==> config.mk <==
export PLATFORM = sky130hd
export DESIGN_NAME = lbam_top
export DESIGN_NICKNAME = d
export VERILOG_FILES = /design/src/lbam_pkg.sv /design/src/lbam_top.sv /design/src/lbam_bucket.sv
export VERILOG_INCLUDE_DIRS = /design/src
export SDC_FILE = /design/constraint.sdc
export NUM_CORES = 2
export LEC_CHECK = 0
export BUFFER_PORTS_ARGS = -buffer_cell sky130_fd_sc_hd__buf_4
export CORE_MARGIN = 3
export CORE_UTILIZATION = 68
export DETAILED_ROUTE_END_ITERATION = 8
export PLACE_DENSITY = 0.95
export RECOVER_POWER = 50
export SLEW_MARGIN = 20
export SYNTH_ARGS = -nofsm -noshare
export SYNTH_HDL_FRONTEND = slang
export SYNTH_SLANG_ARGS = --single-unit
==> constraint.sdc <==
create_clock -name clk -period 17.6 [get_ports clk]
set_input_delay 3.52 -clock clk [delete_from_list [all_inputs] [get_ports clk]]
set_output_delay 3.52 -clock clk [all_outputs]
set_load 0.01 [all_outputs]
==> src/lbam_consts.svh <==
`ifndef LBAM_CONSTS_SVH
`define LBAM_CONSTS_SVH

// Register indices; byte address is four times the index
`define LBAM_IDX_SET_LVL 8'h5c
`define LBAM_IDX_CLR_LVL 8'h5d
`define LBAM_IDX_CAP 8'h5e
`define LBAM_IDX_DECAY 8'h5f
`define LBAM_IDX_ALARM 8'h80

// Reset values
`define LBAM_RST_SET_LVL 8'h06
`define LBAM_RST_CLR_LVL 8'h04
`define LBAM_RST_CAP 8'h08
`define LBAM_RST_DECAY 2'h1

// Field layout of the decay register
`define LBAM_DECAY_W 2

// Sampling cycle and clock rate
`define LBAM_CYCLE_MS 128
`define LBAM_CLK_HZ 10000000
`define LBAM_CYCLE_CLKS (`LBAM_CYCLE_MS * (`LBAM_CLK_HZ / 1000))

// Bus responses
`define LBAM_RESP_OKAY 2'h0
`define LBAM_RESP_SLVERR 2'h2

`endif

==> src/lbam_pkg.sv <==
package lbam_pkg;

	// One configuration byte
	typedef logic [7:0] lbam_byte_t;

	// Decay run selector: 1, 2, 4 or 8 clean cycles
	typedef logic [1:0] lbam_decay_t;

	// Bus response code
	typedef logic [1:0] lbam_resp_t;

endpackage

==> src/lbam_top.sv <==
`timescale 1ns/1ps
`include "lbam_consts.svh"

// Functional notes
// [RULE_01] Each 128 ms cycle, failure adds one
// [RULE_02] Leak one per 1/2/4/8 clean cycles
// [RULE_03] Alarm raised when count reaches set level
// [RULE_04] Set level 1..255, resets to six
// [RULE_05] Alarm cleared when count falls to clear level
// [RULE_06] Count never exceeds cap; cap resets eight
// [RULE_07] Alarm holds between the two levels
module lbam_top
#(
	parameter int N_INPUTS = 14,
	parameter int CYCLE_CLKS = `LBAM_CYCLE_CLKS
)
(
	input wire logic clk,
	input wire logic rstn,
	// Per-input failure or erratic indication, asynchronous
	input wire logic [N_INPUTS-1:0] fail_in,
	// Per-input inactivity alarm
	output logic [N_INPUTS-1:0] alarm_out,
	// AXI4-Lite write address
	input wire logic [11:0] s_axi_awaddr,
	input wire logic s_axi_awvalid,
	output logic s_axi_awready,
	// AXI4-Lite write data
	input wire logic [31:0] s_axi_wdata,
	input wire logic [3:0] s_axi_wstrb,
	input wire logic s_axi_wvalid,
	output logic s_axi_wready,
	// AXI4-Lite write response
	output logic [1:0] s_axi_bresp,
	output logic s_axi_bvalid,
	input wire logic s_axi_bready,
	// AXI4-Lite read address
	input wire logic [11:0] s_axi_araddr,
	input wire logic s_axi_arvalid,
	output logic s_axi_arready,
	// AXI4-Lite read data
	output logic [31:0] s_axi_rdata,
	output logic [1:0] s_axi_rresp,
	output logic s_axi_rvalid,
	input wire logic s_axi_rready
);

	// Word index of a byte address
	function automatic logic [9:0] word_idx(input logic [11:0] a);
		word_idx = a[11:2];
	endfunction

	// True when the address names a mapped register
	function automatic logic is_mapped(input logic [11:0] a);
		logic [9:0] i;
		i = word_idx(a);
		is_mapped = (i == 10'(`LBAM_IDX_SET_LVL)) ||
			(i == 10'(`LBAM_IDX_CLR_LVL)) ||
			(i == 10'(`LBAM_IDX_CAP)) ||
			(i == 10'(`LBAM_IDX_DECAY)) ||
			(i == 10'(`LBAM_IDX_ALARM));
	endfunction

	// Input synchronisers
	logic [N_INPUTS-1:0] fail_s1_q; // First stage, read only by second
	logic [N_INPUTS-1:0] fail_s2_q; // Second stage, safe to use

	always_ff @(posedge clk)
	begin
		if (!rstn)
		begin
			fail_s1_q <= '0;
			fail_s2_q <= '0;
		end
		else
		begin
			fail_s1_q <= fail_in;
			fail_s2_q <= fail_s1_q;
		end
	end

	// Sampling cycle timer
	logic [31:0] tmr_q, tmr_d; // Clocks into current cycle
	logic tick_q, tick_d; // One-clock pulse at cycle end

	always_comb
	begin
		tmr_d = tmr_q + 32'h1;
		tick_d = 1'b0;
		if (tmr_q == 32'(CYCLE_CLKS - 1))
		begin
			tmr_d = 32'h0;
			tick_d = 1'b1; // [RULE_01]
		end
	end

	always_ff @(posedge clk)
	begin
		if (!rstn)
		begin
			tmr_q <= 32'h0;
			tick_q <= 1'b0;
		end
		else
		begin
			tmr_q <= tmr_d;
			tick_q <= tick_d;
		end
	end

	// Failure seen anywhere in the current cycle
	logic [N_INPUTS-1:0] seen_q, seen_d; // Sticky per cycle
	logic [N_INPUTS-1:0] bad_now; // Verdict for the ending cycle

	always_comb
	begin
		bad_now = seen_q | fail_s2_q;
		// A failure in the closing clock opens the next cycle
		seen_d = tick_q ? fail_s2_q : bad_now; // [RULE_01]
	end

	always_ff @(posedge clk)
	begin
		if (!rstn)
			seen_q <= '0;
		else
			seen_q <= seen_d;
	end

	// Configuration registers
	lbam_pkg::lbam_byte_t set_lvl_q, set_lvl_d; // Alarm set level
	lbam_pkg::lbam_byte_t clr_lvl_q, clr_lvl_d; // Alarm clear level
	lbam_pkg::lbam_byte_t cap_q, cap_d; // Accumulator cap
	lbam_pkg::lbam_decay_t decay_q, decay_d; // Leak run selector

	// Write channel state
	logic [11:0] waddr_q, waddr_d; // Held write address
	logic [7:0] wbyte_q, wbyte_d; // Held low data byte
	logic wlane_q, wlane_d; // Low byte lane enabled
	logic aw_full_q, aw_full_d; // Address taken
	logic w_full_q, w_full_d; // Data taken
	logic awready_q, awready_d;
	logic wready_q, wready_d;
	logic bvalid_q, bvalid_d;
	logic [1:0] bresp_q, bresp_d;

	// Write path: take address and data in any order, then commit
	always_comb
	begin
		waddr_d = waddr_q;
		wbyte_d = wbyte_q;
		wlane_d = wlane_q;
		aw_full_d = aw_full_q;
		w_full_d = w_full_q;
		bvalid_d = bvalid_q;
		bresp_d = bresp_q;
		set_lvl_d = set_lvl_q;
		clr_lvl_d = clr_lvl_q;
		cap_d = cap_q;
		decay_d = decay_q;
		if (s_axi_awvalid && awready_q)
		begin
			waddr_d = s_axi_awaddr;
			aw_full_d = 1'b1;
		end
		if (s_axi_wvalid && wready_q)
		begin
			wbyte_d = s_axi_wdata[7:0];
			wlane_d = s_axi_wstrb[0];
			w_full_d = 1'b1;
		end
		if (bvalid_q && s_axi_bready)
			bvalid_d = 1'b0;
		if (aw_full_q && w_full_q && !bvalid_q)
		begin
			aw_full_d = 1'b0;
			w_full_d = 1'b0;
			bvalid_d = 1'b1;
			bresp_d = is_mapped(waddr_q) ? `LBAM_RESP_OKAY :
				`LBAM_RESP_SLVERR;
			if (wlane_q)
			begin
				unique case (word_idx(waddr_q))
					10'(`LBAM_IDX_SET_LVL):
						// Zero is outside the range; keep old value
						if (wbyte_q != 8'h00)
							set_lvl_d = wbyte_q; // [RULE_04]
					10'(`LBAM_IDX_CLR_LVL):
						clr_lvl_d = wbyte_q; // [RULE_05]
					10'(`LBAM_IDX_CAP):
						if (wbyte_q != 8'h00)
							cap_d = wbyte_q; // [RULE_06]
					10'(`LBAM_IDX_DECAY):
						decay_d = wbyte_q[`LBAM_DECAY_W-1:0]; // [RULE_02]
					default:
						// Read-only or unmapped: no effect
						decay_d = decay_q;
				endcase
			end
		end
		// Ready only while the slot is empty and no response waits
		awready_d = !aw_full_d && !bvalid_d;
		wready_d = !w_full_d && !bvalid_d;
	end

	always_ff @(posedge clk)
	begin
		if (!rstn)
		begin
			waddr_q <= 12'h000;
			wbyte_q <= 8'h00;
			wlane_q <= 1'b0;
			aw_full_q <= 1'b0;
			w_full_q <= 1'b0;
			awready_q <= 1'b0;
			wready_q <= 1'b0;
			bvalid_q <= 1'b0;
			bresp_q <= `LBAM_RESP_OKAY;
			set_lvl_q <= `LBAM_RST_SET_LVL; // [RULE_04]
			clr_lvl_q <= `LBAM_RST_CLR_LVL;
			cap_q <= `LBAM_RST_CAP; // [RULE_06]
			decay_q <= `LBAM_RST_DECAY;
		end
		else
		begin
			waddr_q <= waddr_d;
			wbyte_q <= wbyte_d;
			wlane_q <= wlane_d;
			aw_full_q <= aw_full_d;
			w_full_q <= w_full_d;
			awready_q <= awready_d;
			wready_q <= wready_d;
			bvalid_q <= bvalid_d;
			bresp_q <= bresp_d;
			set_lvl_q <= set_lvl_d;
			clr_lvl_q <= clr_lvl_d;
			cap_q <= cap_d;
			decay_q <= decay_d;
		end
	end

	// Buckets, one per monitored input
	logic [N_INPUTS-1:0] alarm_w; // Alarm of each bucket

	for (genvar g = 0; g < N_INPUTS; g++)
	begin : g_bucket
		lbam_bucket u_bucket
		(
			.clk(clk),
			.rstn(rstn),
			.tick(tick_q),
			.bad(bad_now[g]),
			.set_lvl(set_lvl_q),
			.clr_lvl(clr_lvl_q),
			.cap(cap_q),
			.decay_sel(decay_q),
			.acc(),
			.alarm(alarm_w[g])
		);
	end

	// Read channel state
	logic arready_q, arready_d;
	logic rvalid_q, rvalid_d;
	logic [31:0] rdata_q, rdata_d;
	logic [1:0] rresp_q, rresp_d;

	// Read path: one answer per request, data from current state
	always_comb
	begin
		rvalid_d = rvalid_q;
		rdata_d = rdata_q;
		rresp_d = rresp_q;
		if (rvalid_q && s_axi_rready)
			rvalid_d = 1'b0;
		if (s_axi_arvalid && arready_q)
		begin
			rvalid_d = 1'b1;
			rresp_d = is_mapped(s_axi_araddr) ? `LBAM_RESP_OKAY :
				`LBAM_RESP_SLVERR;
			unique case (word_idx(s_axi_araddr))
				10'(`LBAM_IDX_SET_LVL):
					rdata_d = {24'h0, set_lvl_q};
				10'(`LBAM_IDX_CLR_LVL):
					rdata_d = {24'h0, clr_lvl_q};
				10'(`LBAM_IDX_CAP):
					rdata_d = {24'h0, cap_q};
				10'(`LBAM_IDX_DECAY):
					rdata_d = {30'h0, decay_q};
				10'(`LBAM_IDX_ALARM):
					rdata_d = 32'(alarm_out);
				default:
					rdata_d = 32'h0;
			endcase
		end
		arready_d = !rvalid_d;
	end

	always_ff @(posedge clk)
	begin
		if (!rstn)
		begin
			arready_q <= 1'b0;
			rvalid_q <= 1'b0;
			rdata_q <= 32'h0;
			rresp_q <= `LBAM_RESP_OKAY;
			alarm_out <= '0;
		end
		else
		begin
			arready_q <= arready_d;
			rvalid_q <= rvalid_d;
			rdata_q <= rdata_d;
			rresp_q <= rresp_d;
			alarm_out <= alarm_w; // [RULE_03]
		end
	end

	assign s_axi_awready = awready_q;
	assign s_axi_wready = wready_q;
	assign s_axi_bvalid = bvalid_q;
	assign s_axi_bresp = bresp_q;
	assign s_axi_arready = arready_q;
	assign s_axi_rvalid = rvalid_q;
	assign s_axi_rdata = rdata_q;
	assign s_axi_rresp = rresp_q;

endmodule

==> src/lbam_bucket.sv <==
`timescale 1ns/1ps
`include "lbam_consts.svh"

// One leaky-bucket accumulator with hysteretic inactivity alarm
module lbam_bucket
(
	input wire logic clk,
	input wire logic rstn,
	input wire logic tick,
	input wire logic bad,
	input wire lbam_pkg::lbam_byte_t set_lvl,
	input wire lbam_pkg::lbam_byte_t clr_lvl,
	input wire lbam_pkg::lbam_byte_t cap,
	input wire lbam_pkg::lbam_decay_t decay_sel,
	output lbam_pkg::lbam_byte_t acc,
	output logic alarm
);

	lbam_pkg::lbam_byte_t acc_q, acc_d; // Accumulator count
	logic [3:0] run_q, run_d; // Clean cycles since last leak or failure
	logic alarm_q, alarm_d; // Inactivity alarm
	logic [3:0] run_len; // Clean cycles per leak

	// Next state: count and run step once per sampling cycle, clamp and alarm every clock
	always_comb
	begin
		run_len = 4'h1 << decay_sel;
		acc_d = acc_q;
		run_d = run_q;
		alarm_d = alarm_q;
		if (tick)
		begin
			if (bad)
			begin
				// Failed cycle: climb by one
				run_d = 4'h0;
				if (acc_q < cap)
					acc_d = acc_q + 8'h01; // [RULE_01]
			end
			else if (run_q + 4'h1 >= run_len)
			begin
				// Run complete: leak by one
				run_d = 4'h0;
				if (acc_q != 8'h00)
					acc_d = acc_q - 8'h01; // [RULE_02]
			end
			else
				run_d = run_q + 4'h1; // [RULE_02]
		end
		// Never above the cap, even if the cap was lowered
		if (acc_d > cap)
			acc_d = cap; // [RULE_06]
		// Set at upper level, clear at lower, hold between
		if (acc_d >= set_lvl)
			alarm_d = 1'b1; // [RULE_03] [RULE_07]
		else if (acc_d <= clr_lvl)
			alarm_d = 1'b0; // [RULE_05] [RULE_07]
	end

	// Register state
	always_ff @(posedge clk)
	begin
		if (!rstn)
		begin
			acc_q <= 8'h00;
			run_q <= 4'h0;
			alarm_q <= 1'b0;
		end
		else
		begin
			acc_q <= acc_d;
			run_q <= run_d;
			alarm_q <= alarm_d;
		end
	end

	assign acc = acc_q;
	assign alarm = alarm_q;

endmodule

# Word level (Yosys, flattened, before mapping)
# Cells that the tools add are included.
# totals
output_inout_bits	55
input_bits	81
regBits	361
word_cells	401
# op_classes
muxes	153
magnitude_cmp	70
n_eq_ne	11
n_shift	1
n_bitwise	2
addsub	43
reduce_logical	56
# op_table
operator	n
$mux 8	84
$reduce_bool 8->1	15
$add 8x1->8 const B	14
$ge 8x8->1	14
$gt 8x8->1	14
$le 8x8->1	14
$lt 8x8->1	14
$mux 4	28
$sub 8x1->8 const B	14
$eq 10x7->1 const B	8
$pmux 14 s5	1
$add 4x1->4 const B	14
$ge 4x4->1	14
$mux 1	37
$add 32x1->32 const B	1
$eq 32x21->1 const B	1
$reduce_bool 2->1	14
$eq 10x8->1 const B	2
$mux 14	1
$or 14x14->14	1
$logic_and 1x1->1	9
$logic_or 1x1->1	8
$reduce_and 4->1	2
$reduce_and 3->1	2
other kinds (5)	10

# Logic depth before layout (Yosys ltp)
# logic_depth
word_depth	10
mapped_depth	27

# Modules after synthesis
# From an unflattened synthesis, not the netlist that was laid out.
# unflattened
hier_cells	4164
area_unflattened_um2	34095.2
# modules_own_cells
mod	area_each_um2	cells_each	n_inst
lbam_bucket at g_bucket[1].u_bucket ...	1998.2	248	7
lbam_bucket at g_bucket[0].u_bucket ...	1986.9	248	7
lbam_top	6199.7	692	1

# Least setup slack after synthesis
# No wires, ideal clock.
# synth_timing
path_type	register to register
startpoint	reg cap_q[5]
endpoint	reg g_bucket[6].u_bucket.alarm_q
path_stages_with_launch	23
required_ps	17470
t_arrival_ps	5895
period_less_slack_ps	6026
setup_slack_ps	11574
cell_sequence	dfxtp_1 > clkbuf_1 > clkinv_1 > ha_1 > or2_2 > a31oi_1 > o2111ai_1 > o311ai_1 > ha_1 > and3_1 > o21ai_0 > a21boi_0 > o31ai_1 > clkbuf_1 > mux2_2 > ha_1 > nor2b_1 > o21ai_0 > nand2b_1 > a211oi_1 > o31ai_1 > a31oi_1 > o22ai_1
# synth_via
elab_chain_cells	8
# synth_lines
item	line_no	rtl
start: declaration	lbam_top.sv:133	lbam_pkg::lbam_byte_t cap_q, cap_d;
start signal: assignment	lbam_top.sv:221	cap_q <= `LBAM_RST_CAP;
start signal: assignment	lbam_top.sv:237	cap_q <= cap_d;
$lt 8x8->1	lbam_bucket.sv:37	if (acc_q < cap)
$mux 8	lbam_bucket.sv:37	
$mux 8	lbam_bucket.sv:33	if (bad)
$mux 8	lbam_bucket.sv:31	if (tick)
$gt 8x8->1	lbam_bucket.sv:51	if (acc_d > cap)
$mux 8 *	lbam_bucket.sv:51	
via g_bucket[6].u_bucket.acc_d[1]	lbam_bucket.sv:19	lbam_pkg::lbam_byte_t acc_q, acc_d;
$ge 8x8->1 / $le 8x8->1 (equally long branches)	lbam_bucket.sv:54, lbam_bucket.sv:56	
$mux 1 / $reduce_bool 2->1 (equally long branches)	n/a	
end signal: assignment	lbam_bucket.sv:73	alarm_q <= alarm_d;
end: declaration	lbam_bucket.sv:21	logic alarm_q, alarm_d;
# The timed path passes the listed nets; every way through them passes the cells marked *.
# A chain may end at the register's enable or synchronous reset.

==> impl_results.md <==
* Crit path largest cell delay at around 3000 ps
* Switch Pwr at 1600 uW
* CTS Buf Count at 40
* Top Ports at around 140
* Initial core utilization at 0.695
* Synth Cell Area at approximately 31000 um2
* Vias per cell at 7.09
* Class of the worst hold path: reg -> reg
* Area grow syn2layout at 7.80%
* Final setup viols at 0
* TritonCTS sink count at about 340
* Arrival @ worst endpoint at about 11000 ps
* Clock Latency Late Sink at 610 ps
* Die Span Y at between 200 and 250 um
* Peak VDD IR at around 0.094 mV
* Detailed Place HPWL at about 63000 um
* R2r setup slk at between 9000 and 10000 ps
* PD cells at roughly 110 nW/um2
* Max Cap Viol at 3
* Crit path launch: rstn
* Area of the core at approximately 45000 um2
* Post-route ant nets at 0
* Reg2Reg Launch Point: cap_q[1]
* Async SR Flop Fraction at 0
* Leak at roughly 0.015 uW
* Setup TNS at 0 ps
* Register area at between 6000 and 7000 um2
* Detailed Route WL at 98200 um
* CP Capture Type: register
* Initial antenna violation count at 0
* Failing checks: capacitance limit, slew limit
* Syn Area/Cell at between 8 and 9 um2
* Cells after Synth at around 3800
* 1st-pass router iterations at 6
* Htree depth at 2
* Final min period at ~11000 ps
* Post-CTS Setup Repair Bufs at 0
* Num rows at 77
* Largest net degree at the start of global routing at around 120
* Worst-path clk slew at around 70 ps
* Max Clock Skew at between 40 and 50 ps
* Outcome: complete, but fails checks
* Net Sw Frac at 0.416
* Most common cell after layout, fill and taps aside: ha_1
* Drt drc at 0
* I/O Buffers at 84
* FMAX at approximately 0.094 GHz
* Final net count at around 4500
* Setup CP Type: in -> reg
* Wire length per cell at 21.9 um
* Setup crit start kind: input port
* Die Area at between 40000 and 50000 um2
* RSZ-0062 raised after global routing: false
* GP Congestion at slightly below 1
* WHS at approximately 430 ps
* Root buffer cell: clkbuf_16
* Post-synth EDFFs at 0
* Sequential share of the synthesized area at 0.219
* Sequential share of power at 0.251
* Clk pwr share at 0.256
* Slowest cell on the critical path: clkbuf_1
* Combinational cell fraction of total power at 0.493
* Multi-input gate area in the final layout at roughly 23000 um2
* RR Endpoint: g_bucket[10].u_bucket.alarm
* Layout Cells excl Fill at approximately 4500
* Tcrit/Tclk final at 0.602
* Initial drt markers at between 3000 and 4000
* Worst-Margin Slew at slightly above 4000 ps
* CP Cell Sequence: clkbuf_1 -> clkbuf_1 -> nand2_1 -> o22ai_1
* Share of layout cells above drive strength 1 at 0.0774
* DP Cell Count at roughly 4400
* Tot GR Track Use at 0.395
* Final hold vios at 0
* Most frequent CP cell: clkbuf_1
* Synth unique cells at approximately 100
* CTS resizes at 0
* YS warnings at 0
* Filler cells at between 3000 and 4000
* Via count at ~32000
* Seq cells post-synth at roughly 340
* Pins Over Slew Limit at 209
* Ys flop type: dfxtp_1
* Die W at 220 um
* Grt ovf at 0
* CP required at 18110 ps
* CTS tree: yes
* Hold buffer count at CTS at 0
* Leading cell types in the layout, fill and taps excluded: ha_1 (547), nor2_1 (372), dfxtp_1 (336)
* First-pass GRT wire length at about 160000 um
* Internal at between 2000 and 2500 uW
* Vias in the first global route at around 31000
* Clock buffer depth at 3
* Max_slew headroom at -1.70
* Worst-path fanout max at between 80 and 90
* Crit path to: g_bucket[7].u_bucket.acc[1]
* Worst R2R Path Depth at 23
==> layout make-up <==
cell class | count | share of cell area
clock inverter | 21 | 0.0123
timing repair buffer | 116 | 0.0218
sequential | 339 | 0.203
multi-input combinational | 3250 | 0.694
tap | 592 | 0.0222
inverter | 113 | 0.0129
clock buffer | 52 | 0.0340
antenna | 1 | 0.0000748
==> stage by stage <==
| step | power (uW) | util | cell area (um2) | setup WS (ps) |
|---|---|---|---|---|
| 2_1_floorplan | 2340 | - | 31100 | 11570 |
| 3_3_place_gp | 2660 | 0.718 | 32000 | 10510 |
| 3_5_place_dp | 2770 | 0.718 | 32000 | 10110 |
| 4_1_cts | 3770 | 0.752 | 33600 | 10040 |
| 5_1_grt | 4070 | 0.750 | 33400 | 6950 |
| 6_report | 3830 | 0.750 | 33400 | 7000 |
==> synthesized netlist by cell type, drive strengths merged, types with 44 or more instances <==
library cell / n / area, um2
a211oi: 60 / 485
a21o: 86 / 646
a21oi: 258 / 1290
a31oi: 54 / 338
and2: 102 / 641
and3: 47 / 294
buf: 53 / 305
clkbuf: 107 / 403
dfxtp: 339 / 6790
ha: 547 / 6840
inv: 110 / 413
mux2: 48 / 544
mux2i: 46 / 460
nand2: 330 / 1240
nand2b: 79 / 494
nand3: 158 / 791
nand4: 82 / 513
nor2: 375 / 1410
nor3: 108 / 551
nor4: 46 / 334
o21a: 48 / 360
o21ai: 148 / 744
xor2: 44 / 385
==> power groups by stage <==
stage                     logic [uW]  registers [uW]  clock network (uW)
after floorplan                 1430             918                   0
after global placement          1700             966                   0
after detailed placement        1800             966                   0
after CTS                       1840             951                 980
after global routing            2090             967                1010
final                           1890             961                 982
==> logic make-up after synthesis <==
| kind of cell | after synthesis | synth area share |
|---|---|---|
| buffers and inverters | 273 | 0.0365 |
| flip-flops | 339 | 0.219 |
| adder cells (fa/ha/maj) | 547 | 0.221 |
| multiplexers | 96 | 0.0338 |
| AND/OR/NAND/NOR | 1511 | 0.246 |
| XOR/XNOR | 78 | 0.0220 |
| AO/OA/AOI/OAI | 998 | 0.222 |
| other | 1 | 0.000121 |
==> worst min path at each step <==
stage	slack [ps]	cells after the start	to	startpoint
final	430	1	fail_s2_q[10]	fail_s1_q[10]
after CTS	440	1	fail_s2_q[10]	fail_s1_q[10]
after global placement	420	1	fail_s2_q[10]	fail_s1_q[10]
after global routing	440	1	fail_s2_q[10]	fail_s1_q[10]
after floorplan	410	1	fail_s2_q[0]	fail_s1_q[0]
after detailed placement	420	1	fail_s2_q[2]	fail_s1_q[2]
==> registers in the layout, indices dropped and copies added (netlist names), 2 cells and up <==
| signal | count |
|---|---|
| g_bucket.u_bucket.acc | 112 |
| g_bucket.u_bucket.run_q | 56 |
| tmr_q | 32 |
| alarm_out | 14 |
| fail_s1_q | 14 |
| fail_s2_q | 14 |
| g_bucket.u_bucket.alarm | 14 |
| s_axi_rdata | 14 |
| seen_q | 14 |
| waddr_q | 10 |
| cap_q | 8 |
| clr_lvl_q | 8 |
| set_lvl_q | 8 |
| wbyte_q | 8 |
| decay_q | 2 |
==> layer usage <==
metal,track usage,part of all wire,vias to the layer above
li1,-,-,14400
met1,0.473,0.37,14500
met2,0.619,0.43,2165
met3,0.0998,0.12,683
met4,0.280,0.080,0
met5,0,0,-
==> worst max-delay path, delay by kind of cell <==
family,cells,cell delay [ps]
AO/OA/AOI/OAI,1,520
buffers and inverters,2,5310
AND/OR/NAND/NOR,1,1700
Power figures use the tool's default switching activity.
